**config.mk**
```make
export PLATFORM = sky130hd
export DESIGN_NAME = ssq_sequencer
export DESIGN_NICKNAME = d
export VERILOG_FILES = /design/src/ssq_pkg.sv /design/src/ssq_sequencer.sv
export SDC_FILE = /design/constraint.sdc
export NUM_CORES = 1
export LEC_CHECK = 0
export BUFFER_PORTS_ARGS = -buffer_cell sky130_fd_sc_hd__buf_2
export CORE_MARGIN = 3
export CORE_UTILIZATION = 35
export DETAILED_ROUTE_END_ITERATION = 12
export PLACE_DENSITY = 0.54
export SLEW_MARGIN = 10
export SYNTH_ARGS = -nofsm -noshare
export SYNTH_HDL_FRONTEND = slang
export SYNTH_SLANG_ARGS = --single-unit
```
**constraint.sdc**
```tcl
create_clock -name ref_clk -period 3.7 [get_ports ref_clk]
set_input_delay 0.74 -clock ref_clk [delete_from_list [all_inputs] [get_ports ref_clk]]
set_output_delay 0.74 -clock ref_clk [all_outputs]
set_load 0.05 [all_outputs]
```
**src/ssq_pkg.sv**
```systemverilog
// Constants shared by the scanned acquisition sequencer host controller.
package ssq_pkg;
    // ==================================================
    // Timing
    localparam int unsigned CLK_PERIOD_NS = 10;
    localparam int unsigned STROBE_NS = 60;
    localparam int unsigned STROBE_CYC = (STROBE_NS + CLK_PERIOD_NS - 1) / CLK_PERIOD_NS;
    localparam int unsigned TRIG_PULSE_NS = 200;
    localparam int unsigned TRIG_CYC = (TRIG_PULSE_NS + CLK_PERIOD_NS - 1) / CLK_PERIOD_NS;
    localparam int unsigned GUARD_NS = 2000;
    localparam int unsigned MAX_RATE_SPS = 23800;
    localparam int unsigned TB1M_HZ = 1000000;
    localparam logic [16:0] MIN_SAMPLE_TB1M = 17'((TB1M_HZ + MAX_RATE_SPS - 1) / MAX_RATE_SPS);
    localparam logic [22:0] GUARD_TB1M = 23'((GUARD_NS + 999) / 1000);
    localparam logic [22:0] GUARD_SLOW = 23'h000001;
    // ==================================================
    // Device register addresses
    localparam logic [7:0] A_CMD1 = 8'h00;
    localparam logic [7:0] A_CMD2 = 8'h02;
    localparam logic [7:0] A_STATUS = 8'h04;
    localparam logic [7:0] A_RESULT = 8'h06;
    localparam logic [7:0] A_CONV_CLEAR = 8'h08;
    localparam logic [7:0] A_SCAN_PTR = 8'h0A;
    localparam logic [7:0] A_START = 8'h0C;
    localparam logic [7:0] A_TMR_EDGE_CLR = 8'h0E;
    localparam logic [7:0] A_CTR_DATA = 8'h10;
    localparam logic [7:0] A_CTR_CMD = 8'h12;
    // ==================================================
    // Field positions
    localparam int unsigned B_ACQ_EN = 0;
    localparam int unsigned B_SCAN_EN = 1;
    localparam int unsigned B_SCAN2_EN = 0;
    localparam int unsigned B_AVAIL = 0;
    localparam int unsigned B_OVERFLOW = 1;
    localparam int unsigned B_OVERRUN = 2;
    // ==================================================
    // Counter chip commands and values, then interval limits, last step numbers and FIFO sizes
    localparam logic [15:0] C_SEL_MODE2 = 16'hFF02;
    localparam logic [15:0] C_SEL_LOAD2 = 16'hFF0A;
    localparam logic [15:0] C_LOAD2 = 16'hFF42;
    localparam logic [15:0] C_STEP2 = 16'hFFF2;
    localparam logic [15:0] C_ARM2 = 16'hFF22;
    localparam logic [15:0] C_DISARM2 = 16'hFFC2;
    localparam logic [15:0] C_DISARM3 = 16'hFFC4;
    localparam logic [15:0] C_SEL_MODE3 = 16'hFF03;
    localparam logic [15:0] C_SEL_LOAD3 = 16'hFF0B;
    localparam logic [15:0] C_LOAD3 = 16'hFF44;
    localparam logic [15:0] V_MODE_1MHZ = 16'h8B25;
    localparam logic [15:0] V_MODE_EXT = 16'h8525;
    localparam logic [15:0] V_MODE_IDLE = 16'h0004;
    localparam logic [15:0] V_LOAD_SAFE = 16'h0003;
    localparam logic [15:0] V_ZERO = 16'h0000;
    localparam logic [2:0] TB_EXT = 3'h5;
    localparam logic [16:0] IVL_MIN = 17'h00002;
    localparam logic [16:0] IVL_MAX = 17'h10000;
    localparam logic [3:0] SETUP_LAST = 4'hC;
    localparam logic [3:0] RESET_LAST = 4'hE;
    localparam int unsigned FIFO_W = 16;
    localparam int unsigned FIFO_D = 16;
endpackage

```
**src/ssq_sequencer.sv**
```systemverilog
// Host controller that programs, triggers and services scanned acquisition.
`timescale 1ns/100ps

// ==================================================
// Result FIFO
module ssq_fifo #(
    parameter int unsigned W = 16,
    parameter int unsigned D = 16
) (
    // Clock, reset and enable
    input wire logic ref_clk,
    input wire logic rst_n,
    input wire logic ce,
    // Fill side
    input wire logic in_valid,
    output logic in_ready,
    input wire logic [W-1:0] in_data,
    // Drain side
    output logic out_valid,
    input wire logic out_ready,
    output logic [W-1:0] out_data
);
    localparam int unsigned AW = $clog2(D);
    logic [W-1:0] mem_q [D];
    logic [AW-1:0] wp_q;
    logic [AW-1:0] rp_q;
    logic [AW:0] cnt_q;
    logic push;
    logic pop;

    // Handshakes follow the occupancy count.
    assign in_ready = (cnt_q != (AW+1)'(D));
    assign out_valid = (cnt_q != '0);
    assign push = ce && in_valid && in_ready;
    assign pop = ce && out_valid && out_ready;
    assign out_data = mem_q[rp_q];

    // Storage array written at the write pointer.
    always_ff @(posedge ref_clk) begin
        if (push) begin
            mem_q[wp_q] <= in_data;
        end
    end

    // Pointers and count.
    always_ff @(posedge ref_clk or negedge rst_n) begin
        if (!rst_n) begin
            wp_q <= '0;
            rp_q <= '0;
            cnt_q <= '0;
        end else begin
            if (push) begin
                wp_q <= wp_q + 1'b1;
            end
            if (pop) begin
                rp_q <= rp_q + 1'b1;
            end
            if (push && !pop) begin
                cnt_q <= cnt_q + 1'b1;
            end else if (pop && !push) begin
                cnt_q <= cnt_q - 1'b1;
            end
        end
    end
endmodule

// ==================================================
// Sequencer
module ssq_sequencer
    import ssq_pkg::*;
(
    // Clock, reset and enable
    input wire logic ref_clk,
    input wire logic rst_n,
    input wire logic ce,
    // User commands and settings
    input wire logic cmd_setup,
    input wire logic cmd_trigger,
    input wire logic cmd_reset,
    input wire logic [2:0] cfg_timebase,
    input wire logic [16:0] cfg_scan_interval,
    input wire logic [16:0] cfg_sample_interval,
    input wire logic [4:0] cfg_seq_entries,
    input wire logic cfg_hw_trigger,
    input wire logic [16:0] cfg_result_count,
    // User status
    output logic busy,
    output logic armed,
    output logic done,
    output logic cfg_rejected,
    output logic overflow_seen,
    output logic overrun_seen,
    // Result stream
    output logic [15:0] res_data,
    output logic res_valid,
    input wire logic res_ready,
    // Device register interface
    output logic [7:0] dev_addr,
    output logic dev_wr,
    output logic dev_rd,
    output logic [15:0] dev_data_out,
    output logic dev_data_oe,
    input wire logic [15:0] dev_data_in,
    // Device trigger pin
    output logic external_start_trigger_n
);
    typedef enum logic [8:0] {
        ST_IDLE = 9'h001,
        ST_SETUP = 9'h002,
        ST_ARMED = 9'h004,
        ST_TRIG = 9'h008,
        ST_STAT = 9'h010,
        ST_READ = 9'h020,
        ST_DONE = 9'h040,
        ST_HALT = 9'h080,
        ST_RESET = 9'h100
    } ssq_state_type;

    ssq_state_type st_q;
    logic [3:0] step_q;
    logic [15:0] mode_q;
    logic [15:0] ivl_q;
    logic hw_q;
    logic [16:0] target_q;
    logic [16:0] got_q;
    logic [7:0] trig_cnt_q;
    logic bus_act_q;
    logic bus_wr_q;
    logic [7:0] bus_cnt_q;
    logic [15:0] rd_s1_q;
    logic [15:0] rd_s2_q;
    logic rej_q;
    logic ovf_q;
    logic ovr_q;
    logic bus_go;
    logic bus_go_wr;
    logic [23:0] go_word;
    logic bus_done;
    logic fifo_in_ready;
    logic cfg_ok;
    logic [22:0] need_ticks;
    logic [15:0] mode_d;

    // Setup steps: counter programming, then clears and enables.
    function automatic logic [23:0] setup_step(input logic [3:0] i, input logic [15:0] m, input logic [15:0] v);
        logic [23:0] w;
        w = {A_CTR_CMD, C_SEL_MODE2};
        case (i)
            4'h0: w = {A_CTR_CMD, C_SEL_MODE2};
            4'h1: w = {A_CTR_DATA, m};
            4'h2: w = {A_CTR_CMD, C_SEL_LOAD2};
            4'h3: w = {A_CTR_DATA, V_LOAD_SAFE};
            4'h4: w = {A_CTR_CMD, C_LOAD2};
            4'h5: w = {A_CTR_CMD, C_STEP2};
            4'h6: w = {A_CTR_DATA, v};
            4'h7: w = {A_CTR_CMD, C_ARM2};
            4'h8: w = {A_CONV_CLEAR, V_ZERO};
            4'h9: w = {A_SCAN_PTR, V_ZERO};
            4'hA: w = {A_TMR_EDGE_CLR, V_ZERO};
            4'hB: w = {A_CMD1, 16'((1 << B_ACQ_EN) | (1 << B_SCAN_EN))};
            default: w = {A_CMD2, 16'(1 << B_SCAN2_EN)};
        endcase
        return w;
    endfunction

    // Reset steps: scan counter, sample counter, then clear errors.
    function automatic logic [23:0] reset_step(input logic [3:0] i);
        logic [23:0] w;
        w = {A_CTR_CMD, C_DISARM2};
        case (i)
            4'h0: w = {A_CTR_CMD, C_DISARM2};
            4'h1: w = {A_CTR_CMD, C_SEL_MODE2};
            4'h2: w = {A_CTR_DATA, V_MODE_IDLE};
            4'h3: w = {A_CTR_CMD, C_SEL_LOAD2};
            4'h4: w = {A_CTR_DATA, V_LOAD_SAFE};
            4'h5: w = {A_CTR_CMD, C_LOAD2};
            4'h6: w = {A_CTR_CMD, C_LOAD2};
            4'h7: w = {A_CTR_CMD, C_DISARM3};
            4'h8: w = {A_CTR_CMD, C_SEL_MODE3};
            4'h9: w = {A_CTR_DATA, V_MODE_IDLE};
            4'hA: w = {A_CTR_CMD, C_SEL_LOAD3};
            4'hB: w = {A_CTR_DATA, V_LOAD_SAFE};
            4'hC: w = {A_CTR_CMD, C_LOAD3};
            4'hD: w = {A_CTR_CMD, C_LOAD3};
            default: w = {A_CONV_CLEAR, V_ZERO};
        endcase
        return w;
    endfunction

    // Mode word from timebase index and settings check.
    always_comb begin
        mode_d = (cfg_timebase == TB_EXT) ? V_MODE_EXT : (V_MODE_1MHZ + {5'h00, cfg_timebase, 8'h00});
        need_ticks = {6'h00, cfg_sample_interval} * {18'h00000, cfg_seq_entries}
            + ((cfg_timebase == 3'h0) ? GUARD_TB1M : GUARD_SLOW);
        cfg_ok = (cfg_timebase <= TB_EXT)
            && (cfg_scan_interval >= IVL_MIN) && (cfg_scan_interval <= IVL_MAX)
            && ({6'h00, cfg_scan_interval} >= need_ticks)
            && ((cfg_timebase != 3'h0) || (cfg_sample_interval >= MIN_SAMPLE_TB1M))
            && (cfg_seq_entries != 5'h00) && (cfg_result_count != 17'h00000);
    end

    // Access request for the current state.
    always_comb begin
        bus_go = 1'b0;
        bus_go_wr = 1'b1;
        go_word = setup_step(step_q, mode_q, ivl_q);
        case (st_q)
            ST_SETUP: begin
                bus_go = !bus_act_q;
            end
            ST_RESET: begin
                bus_go = !bus_act_q;
                go_word = reset_step(step_q);
            end
            ST_TRIG: begin
                bus_go = !bus_act_q && !hw_q;
                go_word = {A_START, V_ZERO};
            end
            ST_STAT: begin
                bus_go = !bus_act_q;
                bus_go_wr = 1'b0;
                go_word = {A_STATUS, V_ZERO};
            end
            ST_READ: begin
                bus_go = !bus_act_q;
                bus_go_wr = 1'b0;
                go_word = {A_RESULT, V_ZERO};
            end
            default: begin
                bus_go = 1'b0;
            end
        endcase
    end

    assign bus_done = bus_act_q && (bus_cnt_q == 8'(STROBE_CYC - 1));

    // Device access engine: holds address, data and strobe for a fixed time.
    always_ff @(posedge ref_clk or negedge rst_n) begin
        if (!rst_n) begin
            bus_act_q <= 1'b0;
            bus_wr_q <= 1'b0;
            bus_cnt_q <= 8'h00;
            dev_addr <= 8'h00;
            dev_data_out <= 16'h0000;
        end else if (ce) begin
            if (bus_go) begin
                bus_act_q <= 1'b1;
                bus_wr_q <= bus_go_wr;
                bus_cnt_q <= 8'h00;
                dev_addr <= go_word[23:16];
                dev_data_out <= go_word[15:0];
            end else if (bus_done) begin
                bus_act_q <= 1'b0;
            end else if (bus_act_q) begin
                bus_cnt_q <= bus_cnt_q + 8'h01;
            end
        end
    end

    assign dev_wr = bus_act_q && bus_wr_q;
    assign dev_rd = bus_act_q && !bus_wr_q;
    assign dev_data_oe = bus_act_q && bus_wr_q;

    // Read data from the device passes two flip-flops.
    always_ff @(posedge ref_clk or negedge rst_n) begin
        if (!rst_n) begin
            rd_s1_q <= 16'h0000;
            rd_s2_q <= 16'h0000;
        end else if (ce) begin
            rd_s1_q <= dev_data_in;
            rd_s2_q <= rd_s1_q;
        end
    end

    // Main sequencing state machine.
    always_ff @(posedge ref_clk or negedge rst_n) begin
        if (!rst_n) begin
            st_q <= ST_IDLE;
            step_q <= 4'h0;
            mode_q <= 16'h0000;
            ivl_q <= 16'h0000;
            hw_q <= 1'b0;
            target_q <= 17'h00000;
            got_q <= 17'h00000;
            trig_cnt_q <= 8'h00;
            rej_q <= 1'b0;
            ovf_q <= 1'b0;
            ovr_q <= 1'b0;
        end else if (ce) begin
            case (st_q)
                ST_IDLE, ST_ARMED, ST_DONE, ST_HALT: begin
                    if (cmd_reset) begin
                        st_q <= ST_RESET;
                        step_q <= 4'h0;
                    end else if (cmd_setup && st_q != ST_HALT) begin
                        rej_q <= !cfg_ok;
                        if (cfg_ok) begin
                            st_q <= ST_SETUP;
                            step_q <= 4'h0;
                            mode_q <= mode_d;
                            ivl_q <= cfg_scan_interval[15:0];
                            hw_q <= cfg_hw_trigger;
                            target_q <= cfg_result_count;
                        end
                    end else if (cmd_trigger && (st_q == ST_ARMED || st_q == ST_DONE)) begin
                        st_q <= ST_TRIG;
                        got_q <= 17'h00000;
                        trig_cnt_q <= 8'h00;
                    end
                end
                ST_SETUP: begin
                    if (bus_done) begin
                        step_q <= step_q + 4'h1;
                        if (step_q == SETUP_LAST) begin
                            st_q <= ST_ARMED;
                            ovf_q <= 1'b0;
                            ovr_q <= 1'b0;
                        end
                    end
                end
                ST_RESET: begin
                    if (bus_done) begin
                        step_q <= step_q + 4'h1;
                        if (step_q == RESET_LAST) begin
                            st_q <= ST_IDLE;
                            ovf_q <= 1'b0;
                            ovr_q <= 1'b0;
                        end
                    end
                end
                ST_TRIG: begin
                    if (hw_q) begin
                        trig_cnt_q <= trig_cnt_q + 8'h01;
                        if (trig_cnt_q == 8'(TRIG_CYC - 1)) begin
                            st_q <= ST_STAT;
                        end
                    end else if (bus_done) begin
                        st_q <= ST_STAT;
                    end
                end
                ST_STAT: begin
                    if (bus_done) begin
                        if (rd_s2_q[B_OVERFLOW] || rd_s2_q[B_OVERRUN]) begin
                            st_q <= ST_HALT;
                            ovf_q <= rd_s2_q[B_OVERFLOW];
                            ovr_q <= rd_s2_q[B_OVERRUN];
                        end else if (rd_s2_q[B_AVAIL] && fifo_in_ready) begin
                            st_q <= ST_READ;
                        end
                    end
                end
                ST_READ: begin
                    if (bus_done) begin
                        got_q <= got_q + 17'h00001;
                        st_q <= (got_q + 17'h00001 == target_q) ? ST_DONE : ST_STAT;
                    end
                end
                default: begin
                    st_q <= ST_IDLE;
                end
            endcase
        end
    end

    // Trigger pin pulses low while a hardware start is being given.
    assign external_start_trigger_n = !(st_q == ST_TRIG && hw_q);

    // Status views of the sequencer.
    assign busy = (st_q == ST_SETUP) || (st_q == ST_RESET) || (st_q == ST_TRIG)
        || (st_q == ST_STAT) || (st_q == ST_READ);
    assign armed = (st_q == ST_ARMED) || (st_q == ST_DONE);
    assign done = (st_q == ST_DONE);
    assign cfg_rejected = rej_q;
    assign overflow_seen = ovf_q;
    assign overrun_seen = ovr_q;

    // Results read from the device enter the FIFO.
    ssq_fifo #(
        .W(FIFO_W),
        .D(FIFO_D)
    ) u_fifo (
        .ref_clk(ref_clk),
        .rst_n(rst_n),
        .ce(ce),
        .in_valid(bus_done && (st_q == ST_READ)),
        .in_ready(fifo_in_ready),
        .in_data(rd_s2_q),
        .out_valid(res_valid),
        .out_ready(res_ready),
        .out_data(res_data)
    );
endmodule

```
Word-level counts from Yosys, hierarchy flattened
Memories as Yosys holds them, arrays and structs flattened.
Index checks and enable logic that the tools add are counted.
Word-level totals
  bits in registers: 170
  bits in writable memories: 256
  ROM bits: 272
  bits of input ports: 83
  output and inout bits: 51
  logic and storage cells: 207
  memories kept: 2
Cells by class
  $add $sub $neg: 10
  multiply operators: 1
  magnitude comparators: 5
  equality and inequality tests: 48
  muxes and demuxes: 57
  bitwise logic cells: 1
  reduce and logical (&&, ||, !) cells: 62
Memories
  (no name shown): words 16, width 17, read ports 1, clocked after Yosys merged registers in 0, wr ports 0, line ssq_sequencer.sv:170  | case (i)
  u_fifo.mem_q: words 16, width 16, read ports 1, clocked after Yosys merged registers in 0, wr ports 1, line ssq_sequencer.sv:24  | logic [W-1:0] mem_q [D];
Operators with widths (count)
  $pmux W21 S12: 1
  $mux W9: 15
  $pmux W24 S4: 1
  $mux W17: 4
  $mux W8: 7
  $pmux W9 S6: 1
  $pmux W17 S2: 1
  $eq A4 B4 Y1 const B: 6
  $ne A2 B2 Y1 const B: 12
  $add A22 B2 Y23: 1
  $ge A17 B23 Y1: 1
  $mul A17 B5 Y22: 1
  $logic_and A1 B1 Y1: 21
  $add A17 B1 Y17 const B: 1
  $eq A17 B17 Y1: 1
  $ge A17 B2 Y1 const B: 1
  $ge A17 B6 Y1 const B: 1
  $le A17 B17 Y1 const B: 1
  $reduce_bool A17 Y1: 1
  $add A16 B11 Y16 const A: 1
  $add A8 B1 Y8 const B: 2
  $eq A4 B3 Y1 const B: 4
  $mux W16: 1
  $mux W4: 4
  other kinds (48): 94

Logic depth before layout (Yosys ltp)
Gate-level depths: netlist of the first run.
  word-level depth: 12
  depth in mapped cells: 29
  mapped depth without buffers: 27

Modules after synthesis
A second synthesis of the first run with hierarchy kept.
Unflattened totals
  cell total of the unflattened synthesis: 1639
  area total of the unflattened synthesis: 21499.4 sq um
By module, submodules not included
  ssq_sequencer: instances 1, cells an instance 1154, area each 10941.7 sq um, seq. area each 3579.7 sq um
  ssq_fifo: instances 1, cells an instance 485, area each 10557.6 sq um, seq. area each 8012.7 sq um

Worst setup path before layout of the first run
OpenSTA, ideal clock, no wires.
  path type: input to register
  start point: input cfg_seq_entries[3]
  end point: register ivl_q[10]
  library setup time: 0.125 ns
  arrival time: 6.383 ns
  data required time: 3.575 ns
  path slack: -2.808 ns
  stages on the path: 25
  path buffers: 3
  path through: clkbuf_1 > and2_1 > fa_1 > fa_1 > fa_1 > ha_1 > buf_2 > and2_1 > and3_1 > a41o_1 > a211o_1 > nand3_1 > nand2_1 > xnor2_1 > ha_1 > nand4_1 > nor4_1 > a2111oi_0 > o211ai_1 > o41ai_1 > a2111oi_2 > nand4_1 > nor2_2 > buf_4 > mux2_2
On the way
  longest elaborated chain between the ends: 8
  elaborated cells on any way between the ends: 9
  classes of those cells: 1 x add/sub; 1 x mul; 1 x order compare; 6 x reduce/logical
RTL lines
  start: declaration: line ssq_sequencer.sv:83  | input wire logic [4:0] cfg_seq_entries,
  $mul A17 B5 Y22: line ssq_sequencer.sv:193  | need_ticks = {6'h00, cfg_sample_interval} * {18'h00000, cfg_seq_entries}
  $add A22 B2 Y23: line ssq_sequencer.sv:194  | + ((cfg_timebase == 3'h0) ? GUARD_TB1M : GUARD_SLOW);
  $ge A17 B23 Y1: line ssq_sequencer.sv:197  | && ({6'h00, cfg_scan_interval} >= need_ticks)
  $logic_and A1 B1 Y1: line ssq_sequencer.sv:197
  $logic_and A1 B1 Y1: line ssq_sequencer.sv:198  | && ((cfg_timebase != 3'h0) || (cfg_sample_interval >= MIN_SAMPLE_TB1M))
  $logic_and A1 B1 Y1 * (2 in series): line ssq_sequencer.sv:199  | && (cfg_seq_entries != 5'h00) && (cfg_result_count != 17'h00000);
  $reduce_and A5 Y1 (no line) *
  end signal: assignment: line ssq_sequencer.sv:301  | ivl_q <= cfg_scan_interval[15:0];
  end: declaration: line ssq_sequencer.sv:122  | logic [15:0] ivl_q;
Mark *: on every way between the ends. The rest lies on a longest branch, timed or not.
A chain may end at the register's enable or synchronous reset.

Worst setup path in the final report of the first run
  start point: input cfg_seq_entries[4]
  end point: register ivl_q[8]
Same word-level chain as after synthesis.

==> summary.md, run 1 <==
| Metric | Value |
|---|---|
| Status | complete, but fails checks |
| Failing checks | negative setup slack |
| CP arrival | 6.36 ns |
| Max Cap Viol | 0 |
| CTS H-tree depth | 2 |
| CTS tree | yes |
| PD cells | 643.5 mW/mm^2 |
| Power, Total | 16.73 mW |
| Slowest cell on crit path | fa_1 |
| Synth Instances | 1592 |
| Tightest Pin Transition | 0.9777 ns |
| Worst-path clk slew | 0.06 ns |
| WL/cell | 19.74 um |
| Hold_buf cts | 0 |
| Gr usage total | 17.03% |
| Cell family with most CP delay | adder cells |
| Final period util | 160.1% |
| Largest net degree at the start of global routing | 79 |
| Highest clock rate | 0.1688 GHz |
| Synth area leaders | edfxtp_1 36%, dfrtp_1 18%, mux4_2 8.5% |
| Max incr delay on CP | 0.54 ns |
| FF-to-FF Start | st_q[6] |
| GRT busiest layer | met2 |
| Drt first pass iters | 5 |
| Die Ht | 252.2 um |
| Synth Warn # | 0 |
| CP max FO | 8 |
| Slew Limit Fails | 0 |
| Skew final | 0.02379 ns |
| Initial Utilization | 35.68% |
| First DRT Iteration DRCs | 909 |
| Synth top area share | 36.23% |
| Clock Path Buffers | 3 |
| Initial antenna violation count | 1 |
| # port buffers | 129 |
| Worst R2R Path Depth | 12 |
| Final Net Count | 2109 |
| Die area | 0.06361 sq mm |
| First-pass GRT wire length | 84190 um |
| Fin crit period | 5.923 ns |
| Vias per Instance | 5.121 |
| Clk_lat worst skew | 0.57 ns |
| Leakage power | 10.38 nW |
| M2 GR Usage | 28.70% |
| GRT overflow | 0 |
| Worst setup EP type | register |
| Setup violations, final | 51 |
| Core Region | 0.05946 sq mm |
| Total CTS buffers | 43 |
| Final hold vios | 0 |
| Most frequent cells after synthesis | 256 x edfxtp_1, 155 x dfrtp_1, 126 x nand2_1, 81 x nor2_1, 80 x mux4_2 |
| Placed cells | 2608 |
| Die Wd | 252.2 um |
| Final worst-path setup slack | -2.223 ns |
| DRT Wirelength | 53510 um |
| Unrepaired setup endpoints after global routing | yes |
| Post-synth ARST share | 37.86% |
| Flop2flop setup slack | 0.17 ns |
| DR vias | 13880 |
| Synth Register Bits | 412 |
| CTS root buffer | clkbuf_16 |
| Place WS | -2.893 ns |
| Post-synth EDFFs | 256 |
| Synth area leader | edfxtp_1 |
| CP Data Required Time | 4.14 ns |
| CTS sink count | 412 |
| Top FF cell, synth | edfxtp_1 |
| Register area share after synthesis | 54.63% |
| Worst hold-check path type | primary input to async pin |
| Cell with the most instances after synthesis | edfxtp_1 |
| Io pins | 134 |
| Vias in the first global route | 14430 |
| Post-route ant nets | 0 |
| Startpoint types | primary input |
| # DRC | 0 |
| P&R area growth vs syn | 22.53% |
| Setup crit end | ivl_q[8] |
| Post-synthesis instance area | 0.02122 sq mm |
| GR Layer Usage met3 | 2.655% |
| Mean Syn Cell Area | 13.33 sq um |
| WP buf/inv | 6 |
| M1 GR Usage | 23.36% |
| Worst rel slew slack | 34.43% |
| Row cnt | 89 |
| GPL Wtd Cong | 0.8872 |
| Worst vdd ir | 0.3928 mV |
| Worst path depth | 28 |
| Crit Path Category | primary input to register |
| Layout cells sized above 1 | 32.32% |
| CP startpoint | cfg_seq_entries[4] |
| Final Non-Filler Cells | 2711 |
| Distinct cell type count after synthesis | 83 |
| Dpl hpwl | 36800 um |
| FF-to-FF End | u_fifo.cnt_q[4] |
[kinds of logic (layout without fill, tap and decap cells)]
kind of cell | Yosys count | after routing | synth area share, %
simple gates | 442 | 442 | 10.74
flops | 412 | 412 | 54.63
compound gates | 254 | 254 | 7.601
mux | 165 | 165 | 12.99
buf+inv | 133 | 475 | 2.595
fa+ha+maj | 122 | 122 | 8.822
xor+xnor | 63 | 63 | 2.600
other cells | 1 | 5 | 0.01767
[power breakdown]
part / internal, mW / leakage, nW / switching [mW] / total [mW]
combinational: 2.90 / 5.39 / 3.74 / 6.64
sequential: 5.35 / 4.32 / 0.533 / 5.88
clock: 2.42 / 0.666 / 1.79 / 4.21
[through the flow]
step,area [sq um],hold slack (ns),utilization [%],TNS [ns]
6_report,26000,0.2173,43.72,-109.40
5_1_grt,26000,0.2672,43.72,-123.92
4_1_cts,25950,0.2486,43.64,-104.06
3_5_place_dp,24130,0.4640,40.58,-144.40
3_3_place_gp,24130,0.4626,40.58,-137.13
2_1_floorplan,21410,0.4394,-,-116.71
[cell usage in the layout (no fill, tap or decap), types with 6 or more instances in the layout]
| cell type | instances |
|---|---|
| and2_1 | 71 |
| nor3_1 | 15 |
| and2_4 | 8 |
| clkbuf_1 | 17 |
| nand2b_1 | 16 |
| buf_12 | 11 |
| mux4_2 | 80 |
| ha_1 | 71 |
| nor2b_1 | 6 |
| a21oi_1 | 57 |
| nand4_1 | 23 |
| edfxtp_1 | 256 |
| nand2_1 | 124 |
| xnor2_1 | 41 |
| nor2_1 | 79 |
| clkbuf_16 | 43 |
| fa_1 | 43 |
| a31oi_1 | 11 |
| a21o_1 | 6 |
| buf_4 | 197 |
| o21ai_0 | 73 |
| o31ai_1 | 16 |
| nand3_1 | 27 |
| buf_2 | 122 |
| o21a_1 | 10 |
| clkinv_2 | 7 |
| o21ai_1 | 8 |
| xor2_1 | 22 |
| or3_1 | 7 |
| dfrtp_1 | 153 |
| mux2_4 | 16 |
| a211oi_1 | 8 |
| inv_1 | 53 |
| o211ai_1 | 8 |
| and3_1 | 10 |
| mux2i_1 | 8 |
| mux2_2 | 60 |
| nor4_1 | 14 |
| buf_6 | 6 |
[worst min-delay path by stage]
stage | cells after the start | end | slack (ns) | startpoint
floorplan | 0 | bus_act_q | 0.44 | rst_n
global placement | 1 | mode_q[5] | 0.46 | mode_q[5]
detailed placement | 1 | mode_q[5] | 0.46 | mode_q[5]
CTS | 1 | target_q[2] | 0.25 | rst_n
global route | 1 | target_q[2] | 0.27 | rst_n
finish | 1 | target_q[2] | 0.22 | rst_n
[registers in the layout, summed over array words and instances (netlist names)]
name,cells
dev_addr,4
dev_data_out,16
rd_s2_q,16
target_q,17
got_q,17
step_q,4
u_fifo.rp_q,4
trig_cnt_q,8
rd_s1_q,16
mode_q,6
overrun_seen,1
cfg_rejected,1
bus_cnt_q,8
st_q,9
hw_q,1
u_fifo.cnt_q,5
overflow_seen,1
bus_wr_q,1
bus_act_q,1
u_fifo.mem_q,256
u_fifo.wp_q,4
ivl_q,16
[metal layers]
metal / routed length (um) / vias up
met5: 0 / -
met2: 26480 / 281
met4: 898 / 0
met3: 2212 / 49
met1: 23920 / 6996
li1: - / 6557
[area by class of cell]
type,instances,area (sq um)
clock buffers,65,1209
clock inverters,13,143.9
flip-flops and latches,412,11600
inverters,56,210.2
well taps,773,967.2
multi-input cells,1050,9379
diodes,1,2.502
repair buffers,341,2490
fillers,5537,33470
[repair_timing]
item / in CTS / in global routing
gates cloned: 3 / 0
pin swaps: 26 / 6
setup endpoints to repair: 51 / 51
buffers inserted: 19 / 2
resized for setup: 58 / 9
(Power assumes the default switching activity.)
==> run 2: changes to the inputs <==
CORE_MARGIN = 5   (was 3)
CTS_CLUSTER_DIAMETER = 30   (was unset)
PLACE_DENSITY = unset   (was 0.54)
PLACE_DENSITY_LB_ADDON = 0.08   (was unset)
==> summary.md, run 2 (synthesis results as in run 1) <==
| Metric | Value |
|---|---|
| M2 GR Usage | 28.59% (-0.12 points) |
| Setup violations, final | 51 (unchanged) |
| Setup crit end | target_q[1] |
| Die area | 0.06565 sq mm (+3.2%) |
| P&R area growth vs syn | 33.18% |
| Die Ht | 256.2 um (+1.6%) |
| PD cells | 763.7 mW/mm^2 (+19%) |
| Power, Total | 21.58 mW (+29%) |
| Skew final | 0.02530 ns (+0.001516 ns) |
| FF-to-FF Start | st_q[6] |
| GRT busiest layer | met2 |
| Largest regs | u_fifo.mem_q x256, got_q x17, target_q x17 |
| FF-to-FF End | u_fifo.cnt_q[4] |
| Status | complete, but fails checks |
| WL/cell | 20.13 um (+2.0%) |
| CP arrival | 6.37 ns (about the same) |
| GR Layer Usage met3 | 3.453% (+0.80 points) |
| Failing checks | negative setup slack |
| Initial antenna violation count | 0 (-1) |
| Worst setup EP type | register |
| Total CTS buffers | 96 (+120%) |
| Die Wd | 256.2 um (+1.6%) |
| CTS H-tree depth | 3 (+1) |
| Worst rel slew slack | 32.54% (-1.9 points) |
| Place WS | -2.933 ns (-0.04087 ns) |
| Slowest cell on crit path | fa_2 |
| Net Sw Power | 6.909 mW (+14%) |
| Clock Path Buffers | 3 (unchanged) |
| M1 GR Usage | 23.44% (+0.075 points) |
| Slew Limit Fails | 0 (unchanged) |
| Sequential power share | 27.0% (-8.1 points) |
| CP max FO | 9 (+1) |
| Largest register FFs | 256 (unchanged) |
| Top reg by flops | u_fifo.mem_q |
| Fin crit period | 5.880 ns (-0.04270 ns) |
| Dpl hpwl | 38160 um (+3.7%) |
| Final Non-Filler Cells | 2817 (+3.9%) |
| Gr usage total | 17.22% (+0.19 points) |
| Vias per Instance | 5.040 (-1.6%) |
| Largest net degree at the start of global routing | 73 (-7.6%) |
| Final worst-path setup slack | -2.180 ns (+0.04270 ns) |
| Int Pwr | 14.67 mW (+38%) |
| Flop2flop setup slack | 0.20 ns (+0.03 ns) |
| # port buffers | 129 (unchanged) |
| Crit Path Category | primary input to register |
| Final hold vios | 0 (unchanged) |
| First-pass GRT wire length | 88940 um (+5.6%) |
| Leakage power | 11.40 nW (+9.9%) |
| Max incr delay on CP | 0.57 ns (+0.03 ns) |
| Sw frac | 32.02% (-4.3 points) |
| Final Net Count | 2157 (+2.3%) |
| CTS tree | yes |
| Hold_buf cts | 0 (unchanged) |
| GRT overflow | 0 (unchanged) |
| Unrepaired setup endpoints after global routing | yes |
| End-of-flow core utilization | 46.90% (+3.2 points) |
| Worst hold-check path type | primary input to async pin |
| Io pins | 134 (unchanged) |
| CP startpoint | cfg_seq_entries[2] |
| Worst vdd ir | 0.6038 mV (+54%) |
| CP Data Required Time | 4.19 ns (+0.05 ns) |
| First DRT Iteration DRCs | 869 (-4.4%) |
| Filler cells | 5440 (-1.8%) |
| Startpoint types | primary input |
| Most frequent cells in the layout | 256 x edfxtp_1, 191 x buf_4, 153 x dfrtp_1 |
| Post-route ant nets | 0 (unchanged) |
| Drt first pass iters | 5 (unchanged) |
| Highest clock rate | 0.1701 GHz (+0.73%) |
| Antenna fix cells | 0 (-1) |
| Max Cap Viol | 0 (unchanged) |
| Row cnt | 90 (+1.1%) |
| Worst R2R Path Depth | 12 (unchanged) |
| Tightest Pin Transition | 1.006 ns (+0.02811 ns) |
| Commonest non-fill, non-tap cell in the layout | edfxtp_1 |
| DRT Wirelength | 56720 um (+6.0%) |
| Core Region | 0.06025 sq mm (+1.3%) |
| GPL Wtd Cong | 0.8237 (-7.2%) |
| Initial Utilization | 35.22% (-0.46 points) |
| Clk_lat worst skew | 0.62 ns (+0.05 ns) |
| CTS sink count | 412 (unchanged) |
| Logic pwr share | 30.8% (-8.9 points) |
| Worst-path clk slew | 0.04 ns (-0.02 ns) |
| Vias in the first global route | 15150 (+5.0%) |
| # DRC | 0 (unchanged) |
| WHS | 0.1344 ns (-0.08283 ns) |
| DR vias | 14200 (+2.3%) |
| CTS root buffer | clkbuf_16 |
| Clk pwr share | 42.2% (+17 points) |
| Layout cells sized above 1 | 36.31% (+4.0 points) |
| Final period util | 158.9% (-1.2 points) |
| Placed cells | 2616 (+0.31%) |
==> run 2: cell count changes in the layout (fill, tap and decap cells not counted), moves of 7 or more <==
| cell | delta |
|---|---|
| nor2_1 | -13 |
| bufinv_16 | +21 |
| mux2_4 | +7 |
| clkinv_2 | +17 |
| clkbuf_16 | +56 |
| nor2_2 | +12 |
| clkinv_1 | +9 |
==> run 2: through the flow <==
step	area [sq um]	TNS, ns
2_1_floorplan	21410	-116.71
3_3_place_gp	24160	-141.42
3_5_place_dp	24160	-146.75
4_1_cts	28060	-101.84
5_1_grt	28260	-118.64
6_report	28260	-107.59
==> run 2: cell type report <==
cell class,count,area [sq um],share of cell area [%]
clock inverter,69,991.0,3.507
tap,782,978.4,3.463
clock buffer,112,2535,8.971
sequential,412,11600,41.04
inverter,56,210.2,0.7439
multi-input combinational,1050,9489,33.58
timing repair buffer,336,2456,8.692
==> run 2: worst min-delay path by stage <==
| stage | start | endpoint | slack [ns] | depth (start not counted) |
|---|---|---|---|---|
| 2_1_floorplan | rst_n | bus_act_q | 0.44 | 0 |
| 3_3_place_gp | mode_q[5] | mode_q[5] | 0.46 | 1 |
| 3_5_place_dp | mode_q[5] | mode_q[5] | 0.46 | 1 |
| 4_1_cts | rst_n | target_q[2] | 0.16 | 1 |
| 5_1_grt | rst_n | target_q[2] | 0.18 | 1 |
| 6_report | rst_n | target_q[2] | 0.13 | 1 |
==> run 2: timing repair <==
item                                    CTS  global route
endpoints found under the setup margin   51            52
gates cloned                              4             1
buffers inserted                         11             6
gates resized for setup                  46            48
pin swaps                                14            24
==> run 2: critical path: cells and delay by family <==
kind                     cells  cell delay [ns]
buffers and inverters        4             0.57
XOR/XNOR                     1             0.14
adder cells (fa/ha/maj)      5             2.09
multiplexers                 1             0.33
AND/OR/NAND/NOR              9             1.26
AO/OA/AOI/OAI                6             1.23
==> run 2: power groups by stage <==
| stage | combinational [mW] | clock, mW | sequential, mW |
|---|---|---|---|
| after floorplan | 4.28 | 0 | 6.06 |
| after global placement | 6.49 | 0 | 5.88 |
| after detailed placement | 6.53 | 0 | 5.89 |
| after CTS | 6.70 | 9.28 | 5.82 |
| after global routing | 7.28 | 9.56 | 5.88 |
| final | 6.66 | 9.11 | 5.82 |
==> run 2: routing by layer <==
layer,vias up,routed length [um],part of all wire [%]
li1,6692,-,-
met1,7150,25680,45
met2,283,27840,49
met3,72,2228,3.9
met4,0,975,1.7
met5,-,0,0
==> run 3: changes to the inputs <==
CTS_CLUSTER_DIAMETER = 150   (was 30)
clock period = 6.2 ns   (was 3.7 ns; I/O delays follow)
==> summary.md, run 3 (synthesis results as in run 1) <==
| Metric | Value |
|---|---|
| Placed cells | 2547 (-2.6%) |
| Top reg by flops | u_fifo.mem_q |
| Worst-path clk slew | 0.06 ns (+0.02 ns) |
| Final worst-path setup slack | -0.1384 ns (+2.042 ns) |
| Unrepaired setup endpoints after global routing | yes |
| Worst hold-check path type | register to register |
| Tightest Pin Transition | 1.185 ns (+0.1793 ns) |
| End-of-flow core utilization | 42.58% (-4.3 points) |
| Largest regs | u_fifo.mem_q x256, got_q x17, target_q x17 |
| Largest register FFs | 256 (unchanged) |
| CTS H-tree depth | 2 (-1) |
| First-pass GRT wire length | 86790 um (-2.4%) |
| FF-to-FF Start | st_q[7] |
| # port buffers | 129 (unchanged) |
| DR vias | 13730 (-3.3%) |
| Fin crit period | 6.338 ns |
| Highest clock rate | 0.1578 GHz |
| Post-DP Area | 0.02361 sq mm (-2.3%) |
| Clock Path Buffers | 3 (unchanged) |
| Leakage power | 10.05 nW (-12%) |
| Vias per Instance | 5.175 (+2.7%) |
| Hold_buf cts | 0 (unchanged) |
| GPL Wtd Cong | 0.7826 (-5.0%) |
| Setup crit end | target_q[9] |
| First DRT Iteration DRCs | 767 (-12%) |
| CTS root buffer | clkbuf_16 |
| Antenna fix cells | 0 (unchanged) |
| CP max FO | 5 (-4) |
| Core Region | 0.06025 sq mm (unchanged) |
| Power, Total | 10.05 mW (-53%) |
| Clk_lat worst skew | 0.58 ns (-0.04 ns) |
| DRT Wirelength | 56250 um (-0.84%) |
| Gr usage total | 16.77% (-0.45 points) |
| Final instance area | 0.02565 sq mm (-9.2%) |
| GRT overflow | 0 (unchanged) |
| Vias in the first global route | 14330 (-5.4%) |
| Flop2flop setup slack | 1.93 ns (+1.73 ns) |
| Final Net Count | 2038 (-5.5%) |
| Total CTS buffers | 46 (-52%) |
| P&R area growth vs syn | 20.90% |
| Layout cells sized above 1 | 30.52% (-5.8 points) |
| Initial Utilization | 35.22% (unchanged) |
| Die area | 0.06565 sq mm (unchanged) |
| Status | complete, but fails checks |
| CTS sink count | 412 (unchanged) |
| Post-route ant nets | 0 (unchanged) |
| Skew final | 0.01995 ns (-0.005359 ns) |
| Row cnt | 90 (unchanged) |
| Worst rel slew slack | 20.70% (-12 points) |
| PD cells | 391.9 mW/mm^2 (-49%) |
| Crit Path Category | primary input to register |
| WHS | 0.4885 ns (+0.3541 ns) |
| CP startpoint | cfg_sample_interval[2] |
| # DRC | 0 (unchanged) |
| Startpoint types | primary input |
| Slew Limit Fails | 0 (unchanged) |
| Worst R2R Path Depth | 12 (unchanged) |
| Commonest non-fill, non-tap cell in the layout | edfxtp_1 |
| Setup violations, final | 40 (-22%) |
| Initial antenna violation count | 0 (unchanged) |
| Drt first pass iters | 5 (unchanged) |
| Filler cells | 5637 (+3.6%) |
| Final Non-Filler Cells | 2653 (-5.8%) |
| Dpl hpwl | 37430 um (-1.9%) |
| Most frequent cells in the layout | 256 x edfxtp_1, 153 x dfrtp_1, 124 x nand2_1 |
| CP arrival | 6.80 ns (+0.43 ns) |
| Die Ht | 256.2 um (unchanged) |
| Largest net degree at the start of global routing | 82 (+12%) |
| FF-to-FF End | u_fifo.cnt_q[4] |
| CP Data Required Time | 6.66 ns (+2.47 ns) |
| Setup TNS | -3.815 ns (+103.77 ns) |
| WL/cell | 21.20 um (+5.3%) |
| Worst setup EP type | register |
| Final period util | 102.2% |
| Die Wd | 256.2 um (unchanged) |
| Max Cap Viol | 0 (unchanged) |
| Io pins | 134 (unchanged) |
| Failing checks | negative setup slack |
| Worst vdd ir | 0.4186 mV (-31%) |
| CTS tree | yes |
| Final hold vios | 0 (unchanged) |
| Place WS | -0.9178 ns (+2.016 ns) |
## run 3: worst max-delay path: stages
cell and delay, ns:
buf_4 0.13, and2_4 0.14, fa_1 0.48, fa_1 0.51
inv_2 0.04, fa_1 0.55, inv_2 0.05, ha_4 0.22
a21oi_2 0.11, o211ai_1 0.11, a41o_1 0.25, a211o_1 0.25
nand3_1 0.08, nand2_1 0.08, xnor2_1 0.15, ha_1 0.29
nand4_1 0.14, nor4_2 0.18, a2111oi_1 0.08, o211ai_1 0.26
o41ai_2 0.13, a2111oi_2 0.22, nand4_1 0.15, buf_6 0.15
nor2_4 0.14, buf_6 0.16, clkbuf_16 0.15, mux2_2 0.32
## run 3: how the worst min path moves through the flow
stage | startpoint | to | slack, ns | cells past startpoint
floorplan | mode_q[5] | mode_q[5] | 0.44 | 1
global placement | mode_q[5] | mode_q[5] | 0.46 | 1
detailed placement | mode_q[5] | mode_q[5] | 0.46 | 1
CTS | mode_q[5] | mode_q[5] | 0.49 | 1
global route | mode_q[5] | mode_q[5] | 0.50 | 1
finish | mode_q[5] | mode_q[5] | 0.49 | 1
## run 3: area by class of cell
type,instances,area (sq um),share of cell area [%]
multi-input cells,1050,9484,36.97
well taps,782,978.4,3.814
inverters,56,210.2,0.8194
flip-flops and latches,412,11600,45.21
repair buffers,267,1892,7.375
clock buffers,68,1316,5.131
clock inverters,18,175.2,0.6828
## run 3: per-layer routing
metal | share of wire, % | vias to the layer above | GRT usage [%]
li1 | - | 6418 | -
met1 | 45 | 6962 | 23.27
met2 | 49 | 284 | 28.19
met3 | 4.0 | 64 | 2.597
met4 | 1.7 | 0 | 3.493
met5 | 0 | - | 0
## run 3: power breakdown
part	switching (mW)	internal [mW]	total [mW]	leakage, nW
clock	1.13	1.57	2.70	0.717
combinational	2.15	1.63	3.78	5.01
sequential	0.383	3.19	3.57	4.32
total	3.66	6.39	10.1	10.1
## run 3: what timing repair did
item	in CTS	in global routing
buffers inserted	9	6
endpoints found under the setup margin	51	51
pin swaps	0	16
cloned	3	3
resized for setup	39	46
hold endpoints to repair	0	0
